[src/design/pcs_regs.svh]
// Purpose: Register offsets, field positions and reset values for the program-flow block
// Assumes: APB byte addresses, one 32-bit word per register
// Notes: Printed offsets are not all multiples of four, so each is an index; byte address is 4x
`ifndef PCS_REGS_SVH
`define PCS_REGS_SVH
`define PCS_IDX_PC_LOW 12'h002
`define PCS_IDX_PC_LATCH 12'h00a
`define PCS_IDX_IND_PORT 12'h000
`define PCS_IDX_IND_PTR 12'h004
`define PCS_IDX_STATUS 12'h003
`define PCS_IDX_RD_CTRL 12'h10c
`define PCS_IDX_DATA_LOW 12'h18c
`define PCS_IDX_ADDR_LOW 12'h18d
`define PCS_IDX_DATA_HIGH 12'h18e
`define PCS_IDX_ADDR_HIGH 12'h18f
`define PCS_IDX_CORE_CMD 12'h040
`define PCS_IDX_CORE_TGT 12'h041
`define PCS_IDX_PC_FULL 12'h042
`define PCS_IDX_FILE_DATA 12'h043
`define PCS_RD_BIT 0
`define PCS_RD_RSVD_BIT 7
`define PCS_BANK_BIT 7
`define PCS_RD_CTRL_RSV 8'h80
`define PCS_STACK_DEPTH 8
`define PCS_RD_CYCLES 2
`endif

[src/design/pcs_pkg.sv]
// Purpose: Types for the program-flow block
// Assumes: Used with pcs_regs.svh
// Notes: Commands arrive from the execution logic as register writes
package pcs_pkg;
  typedef logic [12:0] pcs_addr_t;
  typedef logic [13:0] pcs_word_t;
  typedef enum logic [2:0]
  {
    PCS_CMD_STEP,
    PCS_CMD_GOTO,
    PCS_CMD_CALL,
    PCS_CMD_RETURN,
    PCS_CMD_INTVEC,
    PCS_CMD_EXEC
  } pcs_cmd_e;
  typedef enum logic [1:0]
  {
    PCS_RD_IDLE,
    PCS_RD_CYC1,
    PCS_RD_CYC2
  } pcs_rd_e;
endpackage

[src/design/pcs_core.sv]
// Purpose: Program counter, return stack, indirect addressing and program-memory read port
// Assumes: Execution logic and software both reach the block over APB; one APB cycle is
//   one instruction cycle for the read sequence
// Notes: Program memory is an external array answering in the same cycle
//
// Implementation choice: register access over APB.
`timescale 1ns/1ps
`include "pcs_regs.svh"
// Summary of operation
// - Thirteen-bit program counter; low byte readable and writable.
// - Upper counter bits readable only through the full-counter register; low-byte write loads them from latch bits 4..0.
// - Reset clears the upper program counter bits.
// - Call and jump use 11-bit target plus latch bits 4..3.
// - Eight-deep 13-bit return stack; its pointer is not visible.
// - Call pushes the counter plus one, interrupt vector pushes the counter; returns pop it.
// - Push and pop never touch the upper-address latch.
// - Stack wraps; the ninth push overwrites the first entry.
// - No overflow or underflow indication exists.
// - Indirect port reaches file address bank bit joined with pointer.
// - Indirect read with pointer zero returns 00h.
// - Indirect write through itself changes no register.
// - Invalid instruction words execute as no-operation.
// - Read port takes 13-bit address, returns 14-bit word.
// - Unused upper bits of data-high and address-high read zero.
// - Read trigger is set-only by software, cleared by hardware at completion.
// - Read takes two cycles; second following instruction ignored.
// - Data registers keep the last word until the next read.
// - Control bit 7 reads one, bits 6..1 read zero.
module pcs_core
(
  input wire logic clk,
  input wire logic reset_n,
  input wire logic psel,
  input wire logic penable,
  input wire logic pwrite,
  input wire logic [31:0] paddr,
  input wire logic [31:0] pwdata,
  output logic [31:0] prdata,
  output logic pready,
  output logic pslverr,
  output logic [12:0] pmem_addr,
  input wire logic [13:0] pmem_rdata,
  output logic [8:0] file_addr,
  output logic file_we,
  output logic [7:0] file_wdata,
  input wire logic [7:0] file_rdata,
  output logic instr_ignore
);
  logic [12:0] pc_q, pc_d;
  logic [7:0] latch_q, latch_d;
  logic [12:0] stack_q [0:`PCS_STACK_DEPTH-1];
  logic [12:0] stack_d [0:`PCS_STACK_DEPTH-1];
  logic [2:0] sp_q, sp_d;
  logic [7:0] ptr_q, ptr_d;
  logic bank_q, bank_d;
  logic [7:0] adr_lo_q, adr_lo_d;
  logic [4:0] adr_hi_q, adr_hi_d;
  logic [7:0] dat_lo_q, dat_lo_d;
  logic [5:0] dat_hi_q, dat_hi_d;
  pcs_pkg::pcs_rd_e rd_q, rd_d;
  logic [31:0] prdata_q, prdata_d;
  logic pready_q, pready_d;
  logic pslverr_q, pslverr_d;
  logic [8:0] fa_q, fa_d;
  logic fwe_q, fwe_d;
  logic [7:0] fwd_q, fwd_d;
  logic ign_q, ign_d;
  logic [12:0] pma_q, pma_d;

  function automatic logic is_idx(input logic [31:0] a, input logic [11:0] idx);
    is_idx = (a[1:0] == 2'b00) && (a[31:14] == 18'h0_0000) && (a[13:2] == idx);
  endfunction

  // Page jumps keep the latch page; a far target needs the latch set first
  function automatic logic [12:0] page_target(input logic [7:0] lat, input logic [31:0] wd);
    page_target = {lat[4:3], wd[10:0]};
  endfunction

  // Step wraps at the top of the 8K word space
  function automatic logic [12:0] pc_inc(input logic [12:0] pc);
    pc_inc = pc + 13'h0001;
  endfunction

  // Three-bit pointer wraps by itself, so the stack is circular
  function automatic logic [2:0] sp_push(input logic [2:0] sp);
    sp_push = sp + 3'd1;
  endfunction

  function automatic logic [2:0] sp_pop(input logic [2:0] sp);
    sp_pop = sp - 3'd1;
  endfunction

  logic access;
  logic wr;
  logic [7:0] wb;
  assign access = psel && penable && !pready_q;
  assign wr = access && pwrite;
  assign wb = pwdata[7:0];

  logic cmd_wr;
  logic [2:0] cmd_code;
  assign cmd_wr = wr && is_idx(paddr, `PCS_IDX_CORE_CMD);
  assign cmd_code = pwdata[18:16];

  // Stack group; the pointer is never exposed and wraps with no flag
  // Popping an empty stack simply wraps and returns stale data
  always_comb
  begin
    stack_d = stack_q;
    sp_d = sp_q;
    if (cmd_wr)
    begin
      case (cmd_code)
        pcs_pkg::PCS_CMD_CALL:
        begin
          stack_d[sp_q] = pc_inc(pc_q);
          sp_d = sp_push(sp_q);
        end
        pcs_pkg::PCS_CMD_INTVEC:
        begin
          stack_d[sp_q] = pc_q;
          sp_d = sp_push(sp_q);
        end
        pcs_pkg::PCS_CMD_RETURN:
        begin
          sp_d = sp_pop(sp_q);
        end
        default:
        begin
          sp_d = sp_q;
        end
      endcase
    end
  end

  always_ff @(posedge clk)
  begin
    if (!reset_n)
    begin
      for (int i = 0; i < `PCS_STACK_DEPTH; i++)
      begin
        stack_q[i] <= 13'h0000;
      end
      sp_q <= 3'd0;
    end
    else
    begin
      stack_q <= stack_d;
      sp_q <= sp_d;
    end
  end

  always_comb
  begin
    pc_d = pc_q;
    latch_d = latch_q;
    ptr_d = ptr_q;
    bank_d = bank_q;
    adr_lo_d = adr_lo_q;
    adr_hi_d = adr_hi_q;
    dat_lo_d = dat_lo_q;
    dat_hi_d = dat_hi_q;
    rd_d = rd_q;
    prdata_d = prdata_q;
    pready_d = 1'b0;
    pslverr_d = 1'b0;
    fa_d = fa_q;
    fwe_d = 1'b0;
    fwd_d = fwd_q;
    ign_d = 1'b0;
    pma_d = pma_q;
    // Read sequence advances once per instruction cycle, here once per APB access
    if (access)
    begin
      case (rd_q)
        pcs_pkg::PCS_RD_CYC1:
        begin
          rd_d = pcs_pkg::PCS_RD_CYC2;
        end
        pcs_pkg::PCS_RD_CYC2:
        begin
          dat_lo_d = pmem_rdata[7:0];
          dat_hi_d = pmem_rdata[13:8];
          rd_d = pcs_pkg::PCS_RD_IDLE;
          ign_d = 1'b1;
        end
        default:
        begin
          rd_d = pcs_pkg::PCS_RD_IDLE;
        end
      endcase
    end
    if (access)
    begin
      pready_d = 1'b1;
      prdata_d = 32'h0000_0000;
      if (is_idx(paddr, `PCS_IDX_PC_LOW))
      begin
        prdata_d = {24'h00_0000, pc_q[7:0]};
        if (wr)
        begin
          // Upper bits always from latch, so no carry out of the low byte
          pc_d = {latch_q[4:0], wb};
        end
      end
      else if (is_idx(paddr, `PCS_IDX_PC_LATCH))
      begin
        prdata_d = {24'h00_0000, latch_q};
        if (wr)
        begin
          latch_d = wb;
        end
      end
      else if (is_idx(paddr, `PCS_IDX_IND_PTR))
      begin
        prdata_d = {24'h00_0000, ptr_q};
        if (wr)
        begin
          ptr_d = wb;
        end
      end
      else if (is_idx(paddr, `PCS_IDX_STATUS))
      begin
        prdata_d = {24'h00_0000, bank_q, 7'h00};
        if (wr)
        begin
          bank_d = wb[`PCS_BANK_BIT];
        end
      end
      else if (is_idx(paddr, `PCS_IDX_IND_PORT))
      begin
        fa_d = {bank_q, ptr_q};
        if (ptr_q == 8'h00)
        begin
          prdata_d = 32'h0000_0000;
        end
        else if (wr)
        begin
          fwe_d = 1'b1;
          fwd_d = wb;
        end
      end
      else if (is_idx(paddr, `PCS_IDX_FILE_DATA))
      begin
        prdata_d = {24'h00_0000, file_rdata};
      end
      else if (is_idx(paddr, `PCS_IDX_RD_CTRL))
      begin
        prdata_d = {24'h00_0000, `PCS_RD_CTRL_RSV | {7'h00, rd_q != pcs_pkg::PCS_RD_IDLE}};
        if (wr && wb[`PCS_RD_BIT] && rd_q == pcs_pkg::PCS_RD_IDLE)
        begin
          // Writing zero is ignored: the trigger cannot be cleared by software
          rd_d = pcs_pkg::PCS_RD_CYC1;
          pma_d = {adr_hi_q, adr_lo_q};
        end
      end
      else if (is_idx(paddr, `PCS_IDX_ADDR_LOW))
      begin
        prdata_d = {24'h00_0000, adr_lo_q};
        if (wr)
        begin
          adr_lo_d = wb;
        end
      end
      else if (is_idx(paddr, `PCS_IDX_ADDR_HIGH))
      begin
        prdata_d = {27'h000_0000, adr_hi_q};
        if (wr)
        begin
          adr_hi_d = wb[4:0];
        end
      end
      else if (is_idx(paddr, `PCS_IDX_DATA_LOW))
      begin
        prdata_d = {24'h00_0000, dat_lo_q};
      end
      else if (is_idx(paddr, `PCS_IDX_DATA_HIGH))
      begin
        prdata_d = {26'h000_0000, dat_hi_q};
      end
      else if (is_idx(paddr, `PCS_IDX_PC_FULL))
      begin
        prdata_d = {19'h0_0000, pc_q};
      end
      else if (is_idx(paddr, `PCS_IDX_CORE_CMD))
      begin
        // Stack pointer is never exposed; no flag on wrap either way
        if (wr)
        begin
          case (pwdata[18:16])
            pcs_pkg::PCS_CMD_STEP:
            begin
              pc_d = pc_inc(pc_q);
            end
            pcs_pkg::PCS_CMD_GOTO:
            begin
              pc_d = page_target(latch_q, pwdata);
            end
            pcs_pkg::PCS_CMD_CALL:
            begin
              pc_d = page_target(latch_q, pwdata);
            end
            pcs_pkg::PCS_CMD_RETURN:
            begin
              pc_d = stack_q[sp_pop(sp_q)];
            end
            pcs_pkg::PCS_CMD_INTVEC:
            begin
              pc_d = pwdata[12:0];
            end
            default:
            begin
              // Unknown encodings behave as a no-operation step
              pc_d = pc_inc(pc_q);
            end
          endcase
        end
      end
      else
      begin
        pslverr_d = 1'b1;
      end
    end
  end

  always_ff @(posedge clk)
  begin
    if (!reset_n)
    begin
      pc_q <= 13'h0000;
      latch_q <= 8'h00;
      ptr_q <= 8'h00;
      bank_q <= 1'b0;
      adr_lo_q <= 8'h00;
      adr_hi_q <= 5'h00;
      dat_lo_q <= 8'h00;
      dat_hi_q <= 6'h00;
      rd_q <= pcs_pkg::PCS_RD_IDLE;
      prdata_q <= 32'h0000_0000;
      pready_q <= 1'b0;
      pslverr_q <= 1'b0;
      fa_q <= 9'h000;
      fwe_q <= 1'b0;
      fwd_q <= 8'h00;
      ign_q <= 1'b0;
      pma_q <= 13'h0000;
    end
    else
    begin
      pc_q <= pc_d;
      latch_q <= latch_d;
      ptr_q <= ptr_d;
      bank_q <= bank_d;
      adr_lo_q <= adr_lo_d;
      adr_hi_q <= adr_hi_d;
      dat_lo_q <= dat_lo_d;
      dat_hi_q <= dat_hi_d;
      rd_q <= rd_d;
      prdata_q <= prdata_d;
      pready_q <= pready_d;
      pslverr_q <= pslverr_d;
      fa_q <= fa_d;
      fwe_q <= fwe_d;
      fwd_q <= fwd_d;
      ign_q <= ign_d;
      pma_q <= pma_d;
    end
  end

  assign prdata = prdata_q;
  assign pready = pready_q;
  assign pslverr = pslverr_q;
  assign pmem_addr = pma_q;
  assign file_addr = fa_q;
  assign file_we = fwe_q;
  assign file_wdata = fwd_q;
  assign instr_ignore = ign_q;
endmodule

[config.mk]
export PLATFORM = sky130hd
export DESIGN_NAME = pcs_core
export DESIGN_NICKNAME = d
export VERILOG_FILES = /design/src/design/pcs_pkg.sv /design/src/design/pcs_core.sv
export VERILOG_INCLUDE_DIRS = /design/src /design/src/design
export SDC_FILE = /design/constraint.sdc
export NUM_CORES = 1
export LEC_CHECK = 0
export BUFFER_PORTS_ARGS = -buffer_cell sky130_fd_sc_hd__clkbuf_2
export CAP_MARGIN = 10
export CORE_MARGIN = 2
export CORE_UTILIZATION = 50
export CTS_CLUSTER_SIZE = 10
export DETAILED_ROUTE_END_ITERATION = 10
export PLACE_DENSITY = 0.74
export SLEW_MARGIN = 5
export SYNTH_ARGS = -nofsm -noshare
export SYNTH_HDL_FRONTEND = slang
export SYNTH_SLANG_ARGS = --single-unit
[constraint.sdc]
create_clock -name clk -period 2.9 [get_ports clk]
set_input_delay 0.29 -clock clk [delete_from_list [all_inputs] [get_ports clk]]
set_output_delay 0.29 -clock clk [all_outputs]
set_load 0.005 [all_outputs]
==> flow_metrics.py, run 1 <==
metrics = {
    "timing": {
        "setup_viol_count_final": 0,
        "skew_ps": 11.3,
        "hold_violations": 0,
        "maxSlewViolCount": 0,
        "min_period_over_period": 0.947,
        "rsz0062_at_grt": "no",
        "hold_ws_ps": 6.26,
        "tns_ps": 0,
        "slew_headroom": 0.431,
        "worst_pin_slew_ps": 830,
        "fin_crit_ps": 2750,
        "fmax_mhz": 364,
    },
    "run": {
        "cap_viol_max_count": 0,
    },
    "critical_path": {
        "start_kind": "flip-flop",
        "cp_common_cell": "buf_4",
        "cpMaxStageDelayCell": "or4_1",
        "worstPathArrival_ps": 3170,
        "rr_worst_depth": 8,
        "worst-setup-path-type": "flip-flop to flip-flop",
        "slowest_delay_ps": 500,
        "r2r_start": "pready",
        "crit_chain": "nand4b_1 > or2_1 > or4_1 > buf_4 > nor4_4 > buf_4 > nor2_1 > a211oi_1",
        "r2r_end": "stack_q[22]",
        "required_ps": 3330,
        "cp_max_fo": 18,
        "end_kind": "flip-flop",
        "reg2reg_slack_ps": 150,
    },
    "worst_hold_path": {
        "hp-class": "primary input to flip-flop",
        "min_to": "dat_lo_q[7]",
        "min_from": "pmem_rdata[7]",
        "hold_depth": 3,
    },
    "detailed_routing": {
        "ant_nets": 0,
        "wl_per_cell_um": 18.9,
        "vias_per_cell": 5.87,
        "num_vias": 8857,
        "first_pass_iters": 5,
        "drc": 0,
        "wl_um": 28500,
        "drt_iter0_drc": 707,
    },
    "synthesis": {
        "ys_seq_area_frac": 0.424,
        "synthAdderAreaFrac": 0.00373,
        "synth.cell_area_um2": 10100,
        "synth_simple_gate_area_share": 0.208,
        "ys_ff_latch": 213,
        "synth_top_family_by_area": "simple AND/OR/NAND/NOR gates",
        "yosys.area_share.xor_xnor": 0.0261,
        "synth_enable_flop_cells": 0,
        "synth_mux_area_frac": 0.111,
        "avgSynthCellArea_um2": 8.95,
        "ys_types": 62,
        "synth_compound_area_frac": 0.172,
        "synthCells": 1123,
        "yosysWarnings": 0,
        "synthArstFlopShare": 0,
        "synth_ff_type": "dfxtp_1",
    },
    "clock_tree": {
        "clk_latency_ps": 520,
        "clk_pin_slew_ps": 50,
        "cts_sinks": 213,
        "clockBufferDepth": 3,
        "cts-root-buf": "clkbuf_16",
        "ctsHtreeMaxLevel": 1,
        "cts_resized": 0,
        "numCtsBuffers": 25,
        "cts_tree": "built",
    },
    "floorplan": {
        "die_w_um": 146,
        "fp.coreArea_um2": 19600,
        "initial_utilization": 0.513,
        "io_pins": 157,
        "rows": 51,
        "dieArea_um2": 21300,
        "die_h_um": 146,
    },
    "cells_and_area": {
        "syn2layout_area_growth_pct": 16.9,
        "drive_gt1_frac": 0.195,
        "final_nets": 1333,
        "diodes": 0,
        "seqCellArea_um2": 4270,
        "fillers": 1747,
        "stdcell_count": 1509,
        "multiInputGateArea_um2": 5320,
        "fin_util": 0.600,
    },
    "pwr": {
        "vdd_drop_max_mv": 0.419,
        "power_density_nw_per_um2": 504,
        "p_leak_nw": 4.29,
        "finalPower_w": 0.00592,
    },
    "global_route": {
        "first_global_vias": 8389,
        "track_usage": 0.261,
        "grt_pass1_wl_um": 45000,
        "grt_max_degree": 102,
        "overflow": 0,
        "antenna_found_initial": 2,
    },
    "place": {
        "place_hpwl_um": 19700,
        "gp_routability_congestion": 0.947,
        "dp_cells": 1472,
        "portBuffers": 121,
    },
    "status": {
        "status": "finished, final reports clean",
    },
}
-- per-layer routing --
layer	part of all wire	vias up	GRT usage
met2	0.46	336	0.418
met5	0.00046	-	0
met3	0.070	67	0.0414
met4	0.032	2	0.0941
li1	-	4276	-
met1	0.43	4176	0.358
-- worst max-delay path by stage --
stage	start	end	cells past startpoint	slack, ps
floorplan	sp_q[0]	pc_q[9]	11	20
global placement	paddr[25]	pmem_addr[1]	7	190
detailed placement	paddr[14]	stack_q[53]	9	150
CTS	pready	stack_q[22]	8	170
global route	pready	stack_q[22]	8	20
finish	pready	stack_q[22]	8	150
-- report_power, final --
part / switching (W) / leakage [nW] / total, W / internal (W)
logic: 0.000187 / 2.24 / 0.000280 / 0.0000930
clock network: 0.00114 / 0.326 / 0.00271 / 0.00156
registers: 0.00000259 / 1.72 / 0.00293 / 0.00293
total: 0.00133 / 4.29 / 0.00592 / 0.00459
-- through the flow --
stage	worst slack [ps]	cell area, um^2
CTS	169	11800
detailed placement	151	11000
floorplan	22.0	10100
global route	17.5	11800
finish	155	11800
global placement	189	11000
-- cell usage after synthesis, drive strengths merged, types with 8 or more instances --
master / n / area, um^2
dfxtp: 213 / 4260
nor2: 166 / 623
nand2: 133 / 499
a211oi: 99 / 748
a21oi: 61 / 305
clkbuf: 61 / 229
mux2i: 51 / 510
buf: 43 / 293
nor4: 29 / 308
mux4: 27 / 608
nor3: 22 / 110
o21ai: 20 / 100
nand3: 18 / 90.1
xnor2: 17 / 149
o211ai: 13 / 97.6
xor2: 13 / 114
nand2b: 10 / 62.6
a221oi: 9 / 78.8
a22oi: 9 / 67.6
and2: 9 / 56.3
o22ai: 8 / 50.1
or3: 8 / 50.1
or4: 8 / 60.1
-- kinds of logic (layout without fill, tap and decap cells) --
logic type | count (synthesis) | in the layout
compound gates | 253 | 253
xor+xnor | 30 | 30
fa+ha+maj | 3 | 3
buf+inv | 111 | 214
flops | 213 | 213
mux | 78 | 78
other cells | 1 | 19
simple gates | 434 | 434
-- timing repair --
item,in CTS,in global routing
hold buffers,4,0
endpoints found under the hold margin,4,0
endpoints found under the setup margin,0,3
buffers inserted,0,1
-- placed cells by master (no fill, tap or decap), drive strengths merged, types with 3 or more instances in the layout --
| master | count |
|---|---|
| dlygate4sd3 | 4 |
| ha | 3 |
| xnor2 | 17 |
| or4 | 8 |
| a221o | 4 |
| o21ai | 20 |
| xor2 | 13 |
| a221oi | 9 |
| a22o | 6 |
| and3 | 4 |
| nor4 | 29 |
| o211ai | 13 |
| inv | 7 |
| nor3 | 22 |
| buf | 50 |
| nand2 | 133 |
| nand3 | 18 |
| nand4 | 7 |
| clkbuf | 152 |
| a211oi | 99 |
| and2 | 9 |
| nor2 | 166 |
| nand3b | 4 |
| mux4 | 27 |
| nand2b | 10 |
| a31oi | 7 |
| a21oi | 61 |
| dfxtp | 213 |
| or2 | 4 |
| o21a | 3 |
| or3 | 8 |
| mux2i | 51 |
| conb | 19 |
| o22ai | 8 |
| a222oi | 3 |
| a22oi | 9 |
-- worst max-delay path, delay by kind of cell, from the launching register on --
kind	cells	cell delay, ps
buffers and inverters	2	540
flip-flops	1	330
AO/OA/AOI/OAI	1	230
AND/OR/NAND/NOR	5	1540
-- flip-flops by register name, summed over array words and instances (netlist names), named ones only --
register and flops:
pc_q 13, file_addr 9, dat_hi_q 6, file_we 1, instr_ignore 1, pready 1, adr_hi_q 5, dat_lo_q 8
adr_lo_q 8, pslverr 1, prdata 13, file_wdata 8, rd_q 1, ptr_q 8, sp_q 3, pmem_addr 13
latch_q 8, stack_q 104, bank_q 1
-- cell type report --
class | instances | area share
Timing Repair Buffer | 175 | 0.0975
Inverter | 7 | 0.00277
Tap cell | 265 | 0.0282
Multi-Input combinational cell | 817 | 0.452
Sequential cell | 213 | 0.363
Clock buffer | 31 | 0.0560
Clock inverter | 1 | 0.000745
Note: power is estimated with default switching activity, not from simulation.
==> inputs of run 2 (changes only) <==
Settings changed: ABC_AREA set to 1, CAP_MARGIN 10 to 0.
==> run 2 against run 1 <==
  * Final area shrank 1.0%
  * Largest cell class unchanged
  * Fmax grew 5.7%
  * Cell count grew 19%
==> flow_metrics.py, run 2 <==
metrics = {
    "floorplan": {
        "dieArea_um2": 21500,
        "die_w_um": 147,
        "fp.coreArea_um2": 20100,
        "initial_utilization": 0.506,
        "rows": 52,
        "die_h_um": 147,
        "io_pins": 157,
    },
    "synthesis": {
        "synth_compound_area_frac": 0.308,
        "ys_types": 44,
        "yosysWarnings": 0,
        "synth_simple_gate_area_share": 0.143,
        "synth_commonest_cells": "244 x o21ai_0, 234 x a21oi_1, 213 x dfxtp_1",
        "synthArstFlopShare": 0,
        "synthAdderAreaFrac": 0.00369,
        "synthCells": 1419,
        "yosys.area.top_type": "dfxtp_1",
        "ys_seq_area_frac": 0.419,
        "yosys.area_share.xor_xnor": 0.00861,
        "ys_ff_latch": 213,
        "yosysMostFrequentCell": "o21ai_0",
        "synth.cell_area_um2": 10200,
        "synth_top_family_by_area": "compound AO/OA/AOI/OAI gates",
        "avgSynthCellArea_um2": 7.17,
        "yosys.area.top_type_share": 0.419,
        "synth_enable_flop_cells": 0,
        "synth_area_leaders": "dfxtp_1 42%, o21ai_0 12%, a21oi_1 12%",
        "synth_mux_area_frac": 0,
        "synth_ff_type": "dfxtp_1",
    },
    "cells_and_area": {
        "fillers": 1886,
        "final_nets": 1621,
        "diodes": 0,
        "stdcell_count": 1802,
        "syn2layout_area_growth_pct": 14.4,
        "layout_common_cells": "244 x o21ai_0, 234 x a21oi_1, 212 x dfxtp_1",
        "layout_commonest_cell": "o21ai_0",
        "fin_util": 0.579,
        "largest_reg_flops": 104,
        "regMostFlops": "stack_q",
        "drive_gt1_frac": 0.134,
    },
    "critical_path": {
        "cp_max_fo": 8,
        "crit_chain": "ha_1 > inv_1 > nor3_1 > nand3_1 > nor2_1 > nand3_1 > nor2_1 > xnor2_1 > nand2_1 > o21ai_1 > a21oi_1",
        "rr_worst_depth": 11,
        "end_kind": "flip-flop",
        "r2r_end": "stack_q[77]",
        "required_ps": 3280,
        "start_kind": "flip-flop",
        "r2r_start": "pc_q[1]",
        "slowest_delay_ps": 470,
        "worst-setup-path-type": "flip-flop to flip-flop",
        "reg2reg_slack_ps": 300,
        "worstPathArrival_ps": 2980,
        "cpMaxStageDelayCell": "dfxtp_1",
    },
    "timing": {
        "worst_pin_slew_ps": 873,
        "maxSlewViolCount": 0,
        "hold_violations": 0,
        "hold_ws_ps": 64.2,
        "fin_ws_ps": 302,
        "rsz0062_at_grt": "no",
        "min_period_over_period": 0.896,
        "fmax_mhz": 385,
        "skew_ps": 8.56,
        "slew_headroom": 0.412,
        "setup_viol_count_final": 0,
        "fin_crit_ps": 2600,
        "tns_ps": 0,
    },
    "clock_tree": {
        "clockBufferDepth": 3,
        "cts-root-buf": "clkbuf_16",
        "clk_latency_ps": 520,
        "cts_tree": "built",
        "clk_pin_slew_ps": 60,
        "cts-hold-fix-buffers": 0,
        "cts_setup_buffers": 0,
        "ctsHtreeMaxLevel": 1,
        "cts_sinks": 213,
        "cts_resized": 0,
        "numCtsBuffers": 25,
    },
    "detailed_routing": {
        "wl_per_cell_um": 16.7,
        "routed.top_layer": "met4",
        "drc": 0,
        "drt-met1-wl_um": 13300,
        "met3WireLength_um": 2280,
        "wl_um": 30200,
        "first_pass_iters": 6,
        "vias_per_cell": 5.58,
        "drt_iter0_drc": 937,
        "num_vias": 10100,
        "ant_nets": 0,
        "wl_met2_um": 13500,
    },
    "global_route": {
        "overflow": 0,
        "grt_max_degree": 66,
        "grt_pass1_wl_um": 48400,
        "antenna_found_initial": 0,
        "first_global_vias": 9234,
        "track_usage": 0.277,
    },
    "place": {
        "portBuffers": 121,
        "dp_cells": 1770,
        "place_hpwl_um": 21600,
        "pre_cts_slack_ps": 328,
        "gp_routability_congestion": 0.956,
    },
    "status": {
        "status": "finished, final reports clean",
    },
    "worst_hold_path": {
        "hold_depth": 3,
        "hp-class": "primary input to flip-flop",
        "min_to": "dat_hi_q[2]",
        "min_from": "pmem_rdata[10]",
    },
    "pwr": {
        "vdd_drop_max_mv": 0.466,
        "power_density_nw_per_um2": 509,
        "p_leak_nw": 4.60,
    },
    "run": {
        "cap_viol_max_count": 0,
    },
}
[run 2: changes by cell type after synthesis, sizes merged, moves of 30 or more]
cell	before	now
inv	6	206
nor2	166	124
a211oi	99	28
nand2	133	103
o21ai	20	258
a21oi	61	234
mux2i	51	0
[run 2: layer usage]
layer,vias to the layer above,GRT usage
met1,4594,0.383
met3,57,0.0353
met2,431,0.442
met4,0,0.109
met5,-,0
li1,4981,-
[run 2: area by class of cell]
| type | instances | area, um^2 | share of cell area |
|---|---|---|---|
| inverters | 212 | 796 | 0.0684 |
| flip-flops and latches | 213 | 4270 | 0.366 |
| repair buffers | 145 | 788 | 0.0677 |
| clock inverters | 1 | 8.76 | 0.000752 |
| multi-input cells | 930 | 4790 | 0.411 |
| well taps | 270 | 338 | 0.0290 |
| clock buffers | 31 | 658 | 0.0565 |
[run 2: logic make-up after synthesis]
| family | Yosys count |
|---|---|
| AO/OA/AOI/OAI | 582 |
| AND/OR/NAND/NOR | 316 |
| buffers and inverters | 294 |
| flip-flops | 213 |
| XOR/XNOR | 10 |
| adder cells (fa/ha/maj) | 3 |
| other | 1 |
[run 2: critical path, delay by kind of cell (launching register included)]
family	cells	cell delay, ps
and+or+nand+nor	6	1070
adders and majority gates	1	240
buffers and inverters	1	40
xor gates and xnor gates	1	150
AOI/OAI and AO/OA	2	470
DFF	1	470
[run 2: where the power goes]
group / total [W] / switching, W / internal, W
clock network: 0.00271 / 0.00114 / 0.00157
logic: 0.000283 / 0.000196 / 0.0000865
registers: 0.00293 / 0.00000131 / 0.00293
total: 0.00592 / 0.00134 / 0.00458
[run 2: worst max path at each step]
| stage | start | to | slack [ps] | cells after the start |
|---|---|---|---|---|
| 2_1_floorplan | sp_q[0] | pc_q[11] | 350 | 14 |
| 3_3_place_gp | paddr[3] | stack_q[15] | 370 | 9 |
| 3_5_place_dp | paddr[3] | stack_q[18] | 330 | 9 |
| 4_1_cts | pc_q[1] | stack_q[64] | 370 | 11 |
| 5_1_grt | pc_q[1] | stack_q[103] | 100 | 11 |
| 6_report | pc_q[1] | stack_q[77] | 300 | 11 |
[run 2: per-stage QoR]
stage	area [um^2]	power, W
after floorplan	10200	0.00316
after global placement	11000	0.00327
after detailed placement	11000	0.00327
after CTS	11600	0.00596
after global routing	11600	0.00611
final	11600	0.00592
